File: src/include/fcclk_pkg.sv
// Package for the fractional channel clock block: register map, field
// positions, reset values and frame geometry.
// Assumes a 32-bit APB register bus clocked by pclk at 200 MHz.
package fcclk_pkg;
  // ==========================================================
  // Register byte offsets
  localparam logic [11:0] FCCLK_OFF_CFG2 = 12'h000;
  localparam logic [11:0] FCCLK_OFF_CFG3 = 12'h004;
  localparam logic [11:0] FCCLK_OFF_RXSEL = 12'h008;
  localparam logic [11:0] FCCLK_OFF_TXSEL = 12'h00C;
  localparam logic [11:0] FCCLK_OFF_STAT = 12'h010;
  // ==========================================================
  // Field positions
  localparam int FCCLK_CFG2_EN = 0;
  localparam int FCCLK_CFG2_SEL_LO = 1;
  localparam int FCCLK_CFG3_RX_EN = 0;
  localparam int FCCLK_CFG3_RX_56K = 1;
  localparam int FCCLK_CFG3_TX_EN = 2;
  localparam int FCCLK_CFG3_TX_56K = 3;
  localparam int FCCLK_STAT_LOCK = 16;
  // ==========================================================
  // Reset values
  localparam logic [2:0] FCCLK_CFG2_RST = 3'h0;
  localparam logic [3:0] FCCLK_CFG3_RST = 4'h0;
  localparam logic [31:0] FCCLK_SEL_RST = 32'h0000_0000;
  // ==========================================================
  // Frame geometry
  localparam logic [7:0] FCCLK_T1_LAST_POS = 8'hC0;
  localparam logic [2:0] FCCLK_LSB_IDX = 3'h7;
  localparam int FCCLK_PER_W = 12;
  localparam logic [11:0] FCCLK_PER_MAX = 12'hFFF;
  localparam logic [11:0] FCCLK_LOCK_TOL = 12'h001;
  localparam logic [31:0] FCCLK_UNMAPPED = 32'h0000_0000;
endpackage : fcclk_pkg

File: src/fcclk_top.sv
// Fractional channel clock block: gapped receive/transmit channel clocks
// and a backplane clock synthesizer locked to the recovered receive clock.
// Assumes all line-timing inputs are synchronous to pclk and an APB master.
//
// Implementation choices: the APB interface to the registers and the placing of the registers.
`timescale 1ns/100ps
`default_nettype none
module fcclk_top (
  input wire logic pclk,
  input wire logic presetn,
  input wire logic psel,
  input wire logic penable,
  input wire logic pwrite,
  input wire logic [11:0] paddr,
  input wire logic [31:0] pwdata,
  output logic [31:0] prdata,
  output logic pready,
  output logic pslverr,
  input wire logic line_t1_mode,
  input wire logic rx_bit_clock,
  input wire logic rx_frame_start,
  input wire logic tx_bit_clock,
  input wire logic tx_frame_start,
  input wire logic recovered_rx_clock,
  output logic rx_channel_clock,
  output logic tx_channel_clock,
  output logic backplane_clock_out
);
  import fcclk_pkg::*;

  // ==========================================================
  // Helpers
  function automatic logic fcclk_gate(input logic [7:0] pos, input logic t1,
                                      input logic [31:0] sel, input logic is56);
    logic [7:0] p;
    logic g;
    p = t1 ? pos - 8'h01 : pos;
    g = sel[p[7:3]];
    if (is56 && (p[2:0] == FCCLK_LSB_IDX)) g = 1'b0;
    if (t1 && (pos == 8'h00)) g = 1'b0;
    return g;
  endfunction : fcclk_gate

  function automatic logic [FCCLK_PER_W-1:0] fcclk_diff(input logic [FCCLK_PER_W-1:0] a,
                                                       input logic [FCCLK_PER_W-1:0] b);
    return (a > b) ? a - b : b - a;
  endfunction : fcclk_diff

  // ==========================================================
  // APB registers
  logic [2:0] cfg2_q, cfg2_d;
  logic [3:0] cfg3_q, cfg3_d;
  logic [31:0] rxsel_q, rxsel_d, txsel_q, txsel_d;
  logic [31:0] rdata_q, rdata_d;
  logic err_q, err_d;
  logic [FCCLK_PER_W-1:0] per_q;
  logic lock_q;
  logic mapped;

  assign pready = 1'b1;
  assign prdata = rdata_q;
  assign pslverr = err_q & psel & penable;

  always_comb begin
    cfg2_d = cfg2_q;
    cfg3_d = cfg3_q;
    rxsel_d = rxsel_q;
    txsel_d = txsel_q;
    rdata_d = rdata_q;
    err_d = err_q;
    mapped = 1'b1;
    unique case (paddr)
      FCCLK_OFF_CFG2: rdata_d = {29'h0, cfg2_q};
      FCCLK_OFF_CFG3: rdata_d = {28'h0, cfg3_q};
      FCCLK_OFF_RXSEL: rdata_d = rxsel_q;
      FCCLK_OFF_TXSEL: rdata_d = txsel_q;
      FCCLK_OFF_STAT: rdata_d = {15'h0, lock_q, 4'h0, per_q};
      default: begin
        mapped = 1'b0;
        rdata_d = FCCLK_UNMAPPED;
      end
    endcase
    if (psel && !penable) begin
      err_d = ~mapped;
      if (pwrite) rdata_d = FCCLK_UNMAPPED;
    end
    if (psel && !penable && pwrite) begin
      unique case (paddr)
        FCCLK_OFF_CFG2: cfg2_d = pwdata[2:0];
        FCCLK_OFF_CFG3: cfg3_d = pwdata[3:0];
        FCCLK_OFF_RXSEL: rxsel_d = pwdata;
        FCCLK_OFF_TXSEL: txsel_d = pwdata;
        default: cfg2_d = cfg2_q;
      endcase
    end
    if (!(psel && !penable)) begin
      cfg2_d = cfg2_q;
      cfg3_d = cfg3_q;
      rxsel_d = rxsel_q;
      txsel_d = txsel_q;
    end
  end

  always_ff @(posedge pclk or negedge presetn) begin
    if (!presetn) begin
      cfg2_q <= FCCLK_CFG2_RST;
      cfg3_q <= FCCLK_CFG3_RST;
      rxsel_q <= FCCLK_SEL_RST;
      txsel_q <= FCCLK_SEL_RST;
      rdata_q <= 32'h0000_0000;
      err_q <= 1'b0;
    end else begin
      cfg2_q <= cfg2_d;
      cfg3_q <= cfg3_d;
      rxsel_q <= rxsel_d;
      txsel_q <= txsel_d;
      rdata_q <= rdata_d;
      err_q <= err_d;
    end
  end

  // ==========================================================
  // Gapped channel clocks, index 0 receive, index 1 transmit
  logic [1:0] bclk_lvl, fstart, en, is56, bprev_q, bprev_d, gate_q, gate_d;
  logic [1:0] chout_q, chout_d;
  logic [7:0] pos_q [2];
  logic [7:0] pos_d [2];
  logic [31:0] sel [2];

  assign bclk_lvl = {tx_bit_clock, rx_bit_clock};
  assign fstart = {tx_frame_start, rx_frame_start};
  assign en = {cfg3_q[FCCLK_CFG3_TX_EN], cfg3_q[FCCLK_CFG3_RX_EN]};
  assign is56 = {cfg3_q[FCCLK_CFG3_TX_56K], cfg3_q[FCCLK_CFG3_RX_56K]};
  assign sel[0] = rxsel_q;
  assign sel[1] = txsel_q;
  assign rx_channel_clock = chout_q[0];
  assign tx_channel_clock = chout_q[1];

  always_comb begin
    for (int i = 0; i < 2; i++) begin
      bprev_d[i] = bclk_lvl[i];
      pos_d[i] = pos_q[i];
      gate_d[i] = gate_q[i];
      if (bclk_lvl[i] && !bprev_q[i]) begin
        if (fstart[i]) pos_d[i] = 8'h00;
        else if (line_t1_mode && pos_q[i] == FCCLK_T1_LAST_POS) pos_d[i] = 8'h00;
        else pos_d[i] = pos_q[i] + 8'h01;
        gate_d[i] = fcclk_gate(pos_d[i], line_t1_mode, sel[i], is56[i]);
      end
      chout_d[i] = en[i] & bclk_lvl[i] & gate_d[i];
    end
  end

  always_ff @(posedge pclk or negedge presetn) begin
    if (!presetn) begin
      bprev_q <= 2'b00;
      gate_q <= 2'b00;
      chout_q <= 2'b00;
      pos_q[0] <= 8'h00;
      pos_q[1] <= 8'h00;
    end else begin
      bprev_q <= bprev_d;
      gate_q <= gate_d;
      chout_q <= chout_d;
      pos_q[0] <= pos_d[0];
      pos_q[1] <= pos_d[1];
    end
  end

  // ==========================================================
  // Backplane synthesizer: measures the recovered clock period and
  // regenerates 1, 2, 4 or 8 times its frequency, phase-realigned on every rising reference edge
  logic rref_q, rref_d, bp_q, bp_d, lock_d;
  logic [FCCLK_PER_W-1:0] per_d, mcnt_q, mcnt_d, scnt_q, scnt_d, half;
  logic rref_rise;

  assign rref_rise = recovered_rx_clock & ~rref_q;
  assign half = per_q >> ({1'b0, cfg2_q[FCCLK_CFG2_SEL_LO +: 2]} + 3'h1);
  assign backplane_clock_out = bp_q;

  always_comb begin
    rref_d = recovered_rx_clock;
    per_d = per_q;
    lock_d = lock_q;
    mcnt_d = (mcnt_q == FCCLK_PER_MAX) ? mcnt_q : mcnt_q + 12'h001;
    scnt_d = scnt_q + 12'h001;
    bp_d = bp_q;
    if (rref_rise) begin
      per_d = mcnt_q + 12'h001;
      lock_d = (fcclk_diff(per_q, per_d) <= FCCLK_LOCK_TOL) && (mcnt_q != FCCLK_PER_MAX);
      mcnt_d = 12'h000;
      scnt_d = 12'h000;
      bp_d = 1'b1;
    end else if (half != 12'h000 && scnt_q >= half - 12'h001) begin
      scnt_d = 12'h000;
      bp_d = ~bp_q;
    end
    if (!cfg2_q[FCCLK_CFG2_EN] || !lock_d) bp_d = 1'b0;
  end

  always_ff @(posedge pclk or negedge presetn) begin
    if (!presetn) begin
      rref_q <= 1'b0;
      per_q <= 12'h000;
      lock_q <= 1'b0;
      mcnt_q <= 12'h000;
      scnt_q <= 12'h000;
      bp_q <= 1'b0;
    end else begin
      rref_q <= rref_d;
      per_q <= per_d;
      lock_q <= lock_d;
      mcnt_q <= mcnt_d;
      scnt_q <= scnt_d;
      bp_q <= bp_d;
    end
  end
endmodule : fcclk_top
`default_nettype wire

File: config.mk
export PLATFORM = sky130hd
export DESIGN_NAME = fcclk_top
export DESIGN_NICKNAME = d
export VERILOG_FILES = /design/src/include/fcclk_pkg.sv /design/src/fcclk_top.sv
export SDC_FILE = /design/constraint.sdc
export NUM_CORES = 1
export LEC_CHECK = 0
export CAP_MARGIN = 20
export CORE_ASPECT_RATIO = 1.1
export CORE_MARGIN = 2
export CORE_UTILIZATION = 40
export CTS_BUF_LIST = sky130_fd_sc_hd__clkbuf_8
export DETAILED_ROUTE_END_ITERATION = 12
export DONT_BUFFER_PORTS = 1
export PLACE_DENSITY_LB_ADDON = 0.25
export SLEW_MARGIN = 20
export SYNTH_ARGS = -nofsm -noshare
export SYNTH_HDL_FRONTEND = slang
export SYNTH_SLANG_ARGS = --single-unit
File: constraint.sdc
create_clock -name pclk -period 4 [get_ports pclk]
set_input_delay 0.2 -clock pclk [delete_from_list [all_inputs] [get_ports pclk]]
set_output_delay 0.2 -clock pclk [all_outputs]
set_load 0.005 [all_outputs]
; Yosys cells after proc, flatten, opt, wreduce, memory -nomap -nowiden
; Cells that the tools add are included.
[word_totals]
input_bits = 55
regBits = 165
elab_cells = 113
output_inout_bits = 37
[classes]
eq_ne = 11
bitwise_logic = 10
n_mux = 31
n_reduce_logical = 28
order_cmp = 5
addsub = 10
n_shift = 1
[ops]
columns = operator, count
row1 = 32-bit case mux with 5 select lines, 1
row2 = 32-bit 2-to-1 mux, 2
row3 = 8-bit 2-to-1 mux, 8
row4 = 12-bit 2-to-1 mux, 5
row5 = 12-bit by 1-bit adder with 12-bit output (second input constant), 2
row6 = 12-bit by 4-bit equality test with 1-bit output (second input constant), 2
row7 = 12-bit subtractor, 2
row8 = 8-bit by 1-bit adder with 8-bit output (second input constant), 2
row9 = 8-bit equality test (second input constant), 2
row10 = 8-bit logical NOT, 2
row11 = 8-bit by 1-bit subtractor with 8-bit output (second input constant), 2
row12 = 1-bit 2-to-1 mux, 13
row13 = 12-bit equality test (second input constant), 1
row14 = 12-bit by 3-bit equality test with 1-bit output (second input constant), 1
row15 = 12-bit by 5-bit equality test with 1-bit output (second input constant), 1
row16 = 12-bit greater-or-equal comparator, 1
row17 = 12-bit > comparator, 1
row18 = 12-bit by 1-bit less-or-equal comparator with 1-bit output (second input constant), 1
row19 = 1-bit logical AND, 12
row20 = 12-bit logical NOT, 1
row21 = 5-bit by 6-bit less-than comparator with 1-bit output (second input constant), 2
row22 = 12-bit inequality test (second input constant), 1
row23 = 3-bit AND reduction, 4
row24 = 12-bit nonzero test, 1
row25 = 12 further kinds, 26

; Longest topological paths before layout
[depth]
ltp_word = 13
depth_mapped = 19
ltp_nobuf = 17

; Worst setup path after synthesis
; No wires, ideal clock.
[synth_timing]
kind = register -> register
from = reg cfg2_q[1]
to = reg scnt_q[10]
setup_slack_ns = -0.025
stages_incl_launch_ff = 20
t_arrival_ns = 3.953
n_path_buf = 2
required_ns = 3.928
setup_ns = 0.072
synth_period_minus_slack_ns = 4.025
cell_sequence = dfrtp_1 -> clkbuf_1 -> mux2_2 -> mux2i_1 -> and3_1 -> nand2_1 -> or2_1 -> nor2_1 -> xnor2_1 -> o21ai_0 -> a22oi_1 -> ha_1 -> a21o_1 -> a21oi_1 -> o211ai_1 -> a31oi_1 -> a21oi_1 -> or2_2 -> clkbuf_1 -> nor2_1
[synth_between]
elab_chain_len = 7
word_cells_on_any_way = 8
classes_between = add/sub (2) / order compare (1) / shift (1) / mux (2) / reduce/logical (2)
[synth_lines]
columns = element, line
row1 = from (decl), fcclk_top.sv:51  ; logic [2:0] cfg2_q, cfg2_d;
row2 = from (signal assigned), fcclk_top.sv:113  ; cfg2_q <= cfg2_d;
row3 = 2-bit by 1-bit adder with 3-bit output (*), fcclk_top.sv:178  ; assign half = per_q >> ({1'b0, cfg2_q[FCCLK_CFG2_SEL_LO +: 2]} + 3'h1);
row4 = 12-bit by 3-bit >> shifter with 12-bit output (*), fcclk_top.sv:178
row5 = 12-bit by 1-bit subtractor with 12-bit output, fcclk_top.sv:194  ; end else if (half != 12'h000 && scnt_q >= half - 12'h001) begin
row6 = 12-bit greater-or-equal comparator, fcclk_top.sv:194
row7 = 1-bit logical AND (*), fcclk_top.sv:194
row8 = 12-bit 2-to-1 mux (*), fcclk_top.sv:194
row9 = 12-bit 2-to-1 mux (*), fcclk_top.sv:188  ; if (rref_rise) begin
row10 = net scnt_d[10], fcclk_top.sv:174  ; logic [FCCLK_PER_W-1:0] per_d, mcnt_q, mcnt_d, scnt_q, scnt_d, half;
row11 = to (signal assigned), fcclk_top.sv:214  ; scnt_q <= scnt_d;
row12 = to (decl), fcclk_top.sv:174
; The timed path passes the listed nets; every way through them passes the cells marked *.
; A chain may end at the register's enable or synchronous reset.

; Final worst setup path
[layout_timing]
from = reg cfg2_q[1]
to = reg scnt_q[9]
; The elaborated chain is that of the path after synthesis.

==> key figures <==
Die
  – IO Count: between 90 and 100
  – Total core area: about 26000 um^2
  – Starting density of the core: between 40% and 50%
  – Row cnt: 62
  – Die ar.: ~27000 um^2
  – Die H: 173.5 um
  – DIE WIDTH: between 150 and 200 um

Power and ir drop
  – Total Power: ~4.8 mW
  – Leak: roughly 5.5 nW
  – P per Cell Area: slightly above 400 nW/um^2
  – Worst vdd ir: roughly 0.00026 V

Clock network
  – Reg clk slew, reported paths: approximately 100 ps
  – Root buf cell: clkbuf_8
  – Clk_lat worst skew: roughly 480 ps
  – CTS tree: done
  – Clock Sinks: 165
  – Cts bufs inserted: 17
  – Clk buf depth: 2
  – H-tree Lvls: 4

STA
  – WHS: 36.71 ps
  – Post-layout min period: roughly 3800 ps
  – Post-Route Skew: 20.08 ps
  – Final setup violation count: 0
  – Fmax: 0.2663 GHz
  – Max-slew headroom: 43.35%
  – Slew @ Worst Pin: between 800 and 900 ps
  – Unrepaired setup endpoints after global routing: yes
  – Period utilization: 93.87%
  – Final worst slack: 245.1 ps
  – Fin. Hold Viols: 0
  – Pins over their slew limit: 0

Worst hold path
  – Hold depth: 2
  – Tightest Hold Check Type: in -> reg

Critical path
  – Crit-path cells: buf_2 -> mux2_2 -> mux2i_1 -> and2_1 -> nand2_1 -> or2_1 -> nor2_1 -> xnor2_1 -> o21ai_0 -> a22oi_1 -> ha_1 -> a21o_1 -> a21oi_1 -> o211ai_1 -> a31oi_1 -> a21oi_1 -> or2_4 -> nor2_1
  – Arrival @ worst endpoint: around 4200 ps
  – Worst-path maximum fanout: 12
  – CP required: 4400 ps
  – Top Family by Delay on Critical Path: simple AND/OR/NAND/NOR gates
  – Crit. End Element: register
  – CP startpoint kind: register
  – Slowest cell on crit path: dfrtp_2
  – Crit path largest cell delay: a little under 400 ps
  – Crit Path Category: reg -> reg
  – Levels on crit path: 18
  – CP bufs+invs: 1
  – Reg2Reg Depth: 18

Outcome
  – Status: complete, no violations

Route
  – DR vias/cell: ~5.6
  – Router iterations before antenna repair: 5
  – # DRC: 0
  – Via count: roughly 8300
  – Final ANT Viol Nets: 0
  – Total wire length: between 20000 and 30000 um
  – Routed len/inst: 18.68 um
  – Initial drt markers: 415

Synthesis
  – EDFF count, synth: 0
  – Distinct cell type count after synthesis: 86
  – Mean Syn Cell Area: 9.648 um^2
  – Fraction of synthesis flops using an asynchronous set or reset pin: 100.0%
  – Syn. warnings: 0
  – Post-synthesis net count: 1183
  – Ys flop type: dfrtp_1
  – Cells after synthesis: 1083
  – Sequential area share after synthesis: about two fifths
  – Register bit total from synthesis: approximately 170
  – Post-synthesis cell area: ~10000 um^2

Flow run
  – Max_cap viols: 0

Global route
  – Overflow left after global routing: 0
  – Vias in the first global route: between 8000 and 9000
  – Global-route wire length before repair: 46000 um
  – Gr usage total: about a fifth
  – Largest net degree at the start of global routing: 166
  – Initial antenna violation count: 1

Placement
  – Dpl hpwl: about 20000 um
  – GP Congestion: a little over 0.9
  – Post-Place Setup Slack: 88.25 ps
  – Buffers on Ports: 0

Cells and area
  – Syn-to-layout area delta: 13.84%
  – Most common cell after layout, fill and taps aside: dfrtp_1
  – Commonest cells after routing, fill and taps aside: dfrtp_1 (163), nor2_1 (95), mux2_2 (91), nand2_1 (86), o21ai_0 (54)
  – Fin nets: ~1200
  – Share of cells above drive strength 1: between 10% and 20%
  – Layout Utilization: 45.91%
==> path summary, 6_finish.rpt <==
kind	from	end	slack (ps)
max in group asynchronous	presetn	cfg2_q[1]$_DFFE_PN0P_	2950
hold reg to reg	gate_q[1]$_DFF_PN0_	gate_q[1]$_DFF_PN0_	490
setup / recovery	cfg2_q[1]$_DFFE_PN0P_	scnt_q[9]$_DFF_PN0_	250
setup reg to reg	cfg2_q[1]$_DFFE_PN0P_	scnt_q[9]$_DFF_PN0_	250
min in group asynchronous	presetn	per_q[5]$_DFFE_PN0P_	350
hold / removal	paddr[4]	err_q$_DFFE_PN0P_	40
==> stage by stage <==
step | TNS (ps) | cell area, um^2 | cells
floorplan | 0 | 10450 | 1083
global placement | 0 | 10970 | 1417
detailed placement | 0 | 10970 | 1417
CTS | 0 | 11870 | 1495
global route | -3.054 | 11900 | 1498
finish | 0 | 11900 | 1498
==> layout make-up <==
| cell class | count | area, um^2 |
|---|---|---|
| fill | 2531 | 14010 |
| clock inverter | 14 | 161.4 |
| tap | 352 | 440.4 |
| sequential | 165 | 4131 |
| inverter | 54 | 202.7 |
| multi-input combinational | 801 | 5858 |
| clock buffer | 18 | 247.7 |
| antenna | 1 | 2.502 |
| timing repair buffer | 93 | 850.8 |
==> synthesized netlist by cell type, types with 4 or more instances <==
cell / instances / area (um^2)
nand3_1: 37 / 185.2
nor2b_1: 10 / 62.56
nor2_1: 95 / 356.6
xnor2_1: 30 / 262.8
dfrtp_1: 165 / 4129
and2_1: 6 / 37.54
nand2_1: 86 / 322.8
and3_1: 12 / 75.07
mux2_2: 91 / 1025
clkbuf_1: 40 / 150.1
o22ai_1: 6 / 37.54
o221ai_1: 4 / 35.03
ha_1: 43 / 538.0
a21o_1: 7 / 52.55
o211ai_1: 7 / 52.55
a31oi_1: 8 / 50.05
nor3_1: 23 / 115.1
and4_1: 4 / 35.03
xor2_1: 25 / 219.0
a21oi_1: 51 / 255.2
o21ai_0: 54 / 270.3
or2_2: 5 / 31.28
o41a_1: 5 / 56.30
inv_1: 52 / 195.2
nand4_1: 16 / 100.1
mux2i_1: 55 / 550.5
a211oi_1: 4 / 30.03
o31ai_1: 11 / 82.58
buf_1: 5 / 18.77
nor4_1: 10 / 62.56
o2111ai_1: 6 / 52.55
nand2b_1: 9 / 56.30
o21a_1: 5 / 37.54
a22oi_1: 7 / 52.55
buf_2: 14 / 70.07
==> layer usage <==
layer | GRT usage, % | wire length, um | vias up
met5 | 0 | 0 | -
met4 | 6.794 | 713 | 0
met3 | 4.300 | 1297 | 53
met2 | 35.53 | 13600 | 209
met1 | 27.83 | 12370 | 4081
li1 | - | - | 3982
==> flip-flops by register name, indices dropped and copies added (netlist names) <==
| name | cells |
|---|---|
| pos_q | 16 |
| scnt_q | 12 |
| mcnt_q | 12 |
| prdata | 32 |
| err_q | 1 |
| chout_q | 2 |
| lock_q | 1 |
| bprev_q | 2 |
| cfg3_q | 4 |
| cfg2_q | 3 |
| txsel_q | 32 |
| per_q | 12 |
| rxsel_q | 32 |
| rref_q | 1 |
| backplane_clock_out | 1 |
| gate_q | 2 |
==> worst register-to-register path, cell delays in order, from the launching register on <==
cell and delay, ps:
dfrtp_2 390, buf_2 180, mux2_2 370, mux2i_1 180, and2_1 170, nand2_1 100, or2_1 250, nor2_1 120
xnor2_1 120, o21ai_0 90, a22oi_1 210, ha_1 290, a21o_1 180, a21oi_1 190, o211ai_1 110, a31oi_1 190
a21oi_1 100, or2_4 320, nor2_1 130
==> cells by family after synthesis <==
group / share of synthesized area, %
simple gates: 15.29
compound gates: 14.66
flops: 39.52
mux: 15.83
buf+inv: 4.526
xor+xnor: 4.610
fa+ha+maj: 5.532
other cells: 0.03589
==> repair_timing <==
item,4_1_cts,5_1_grt
hold buffers,46,0
hold endpoints to repair,266,0
setup endpoints to repair,0,13
gates resized for setup,0,5
setup buffers,0,2
==> power breakdown <==
part | internal, mW | total [mW] | leakage, nW | switching [mW]
combinational | 0.795 | 1.78 | 3.02 | 0.989
sequential | 1.73 | 1.81 | 2.26 | 0.0799
clock | 0.487 | 1.24 | 0.206 | 0.752
total | 3.01 | 4.83 | 5.48 | 1.82
No activity file was read; power rests on OpenSTA's default activity.
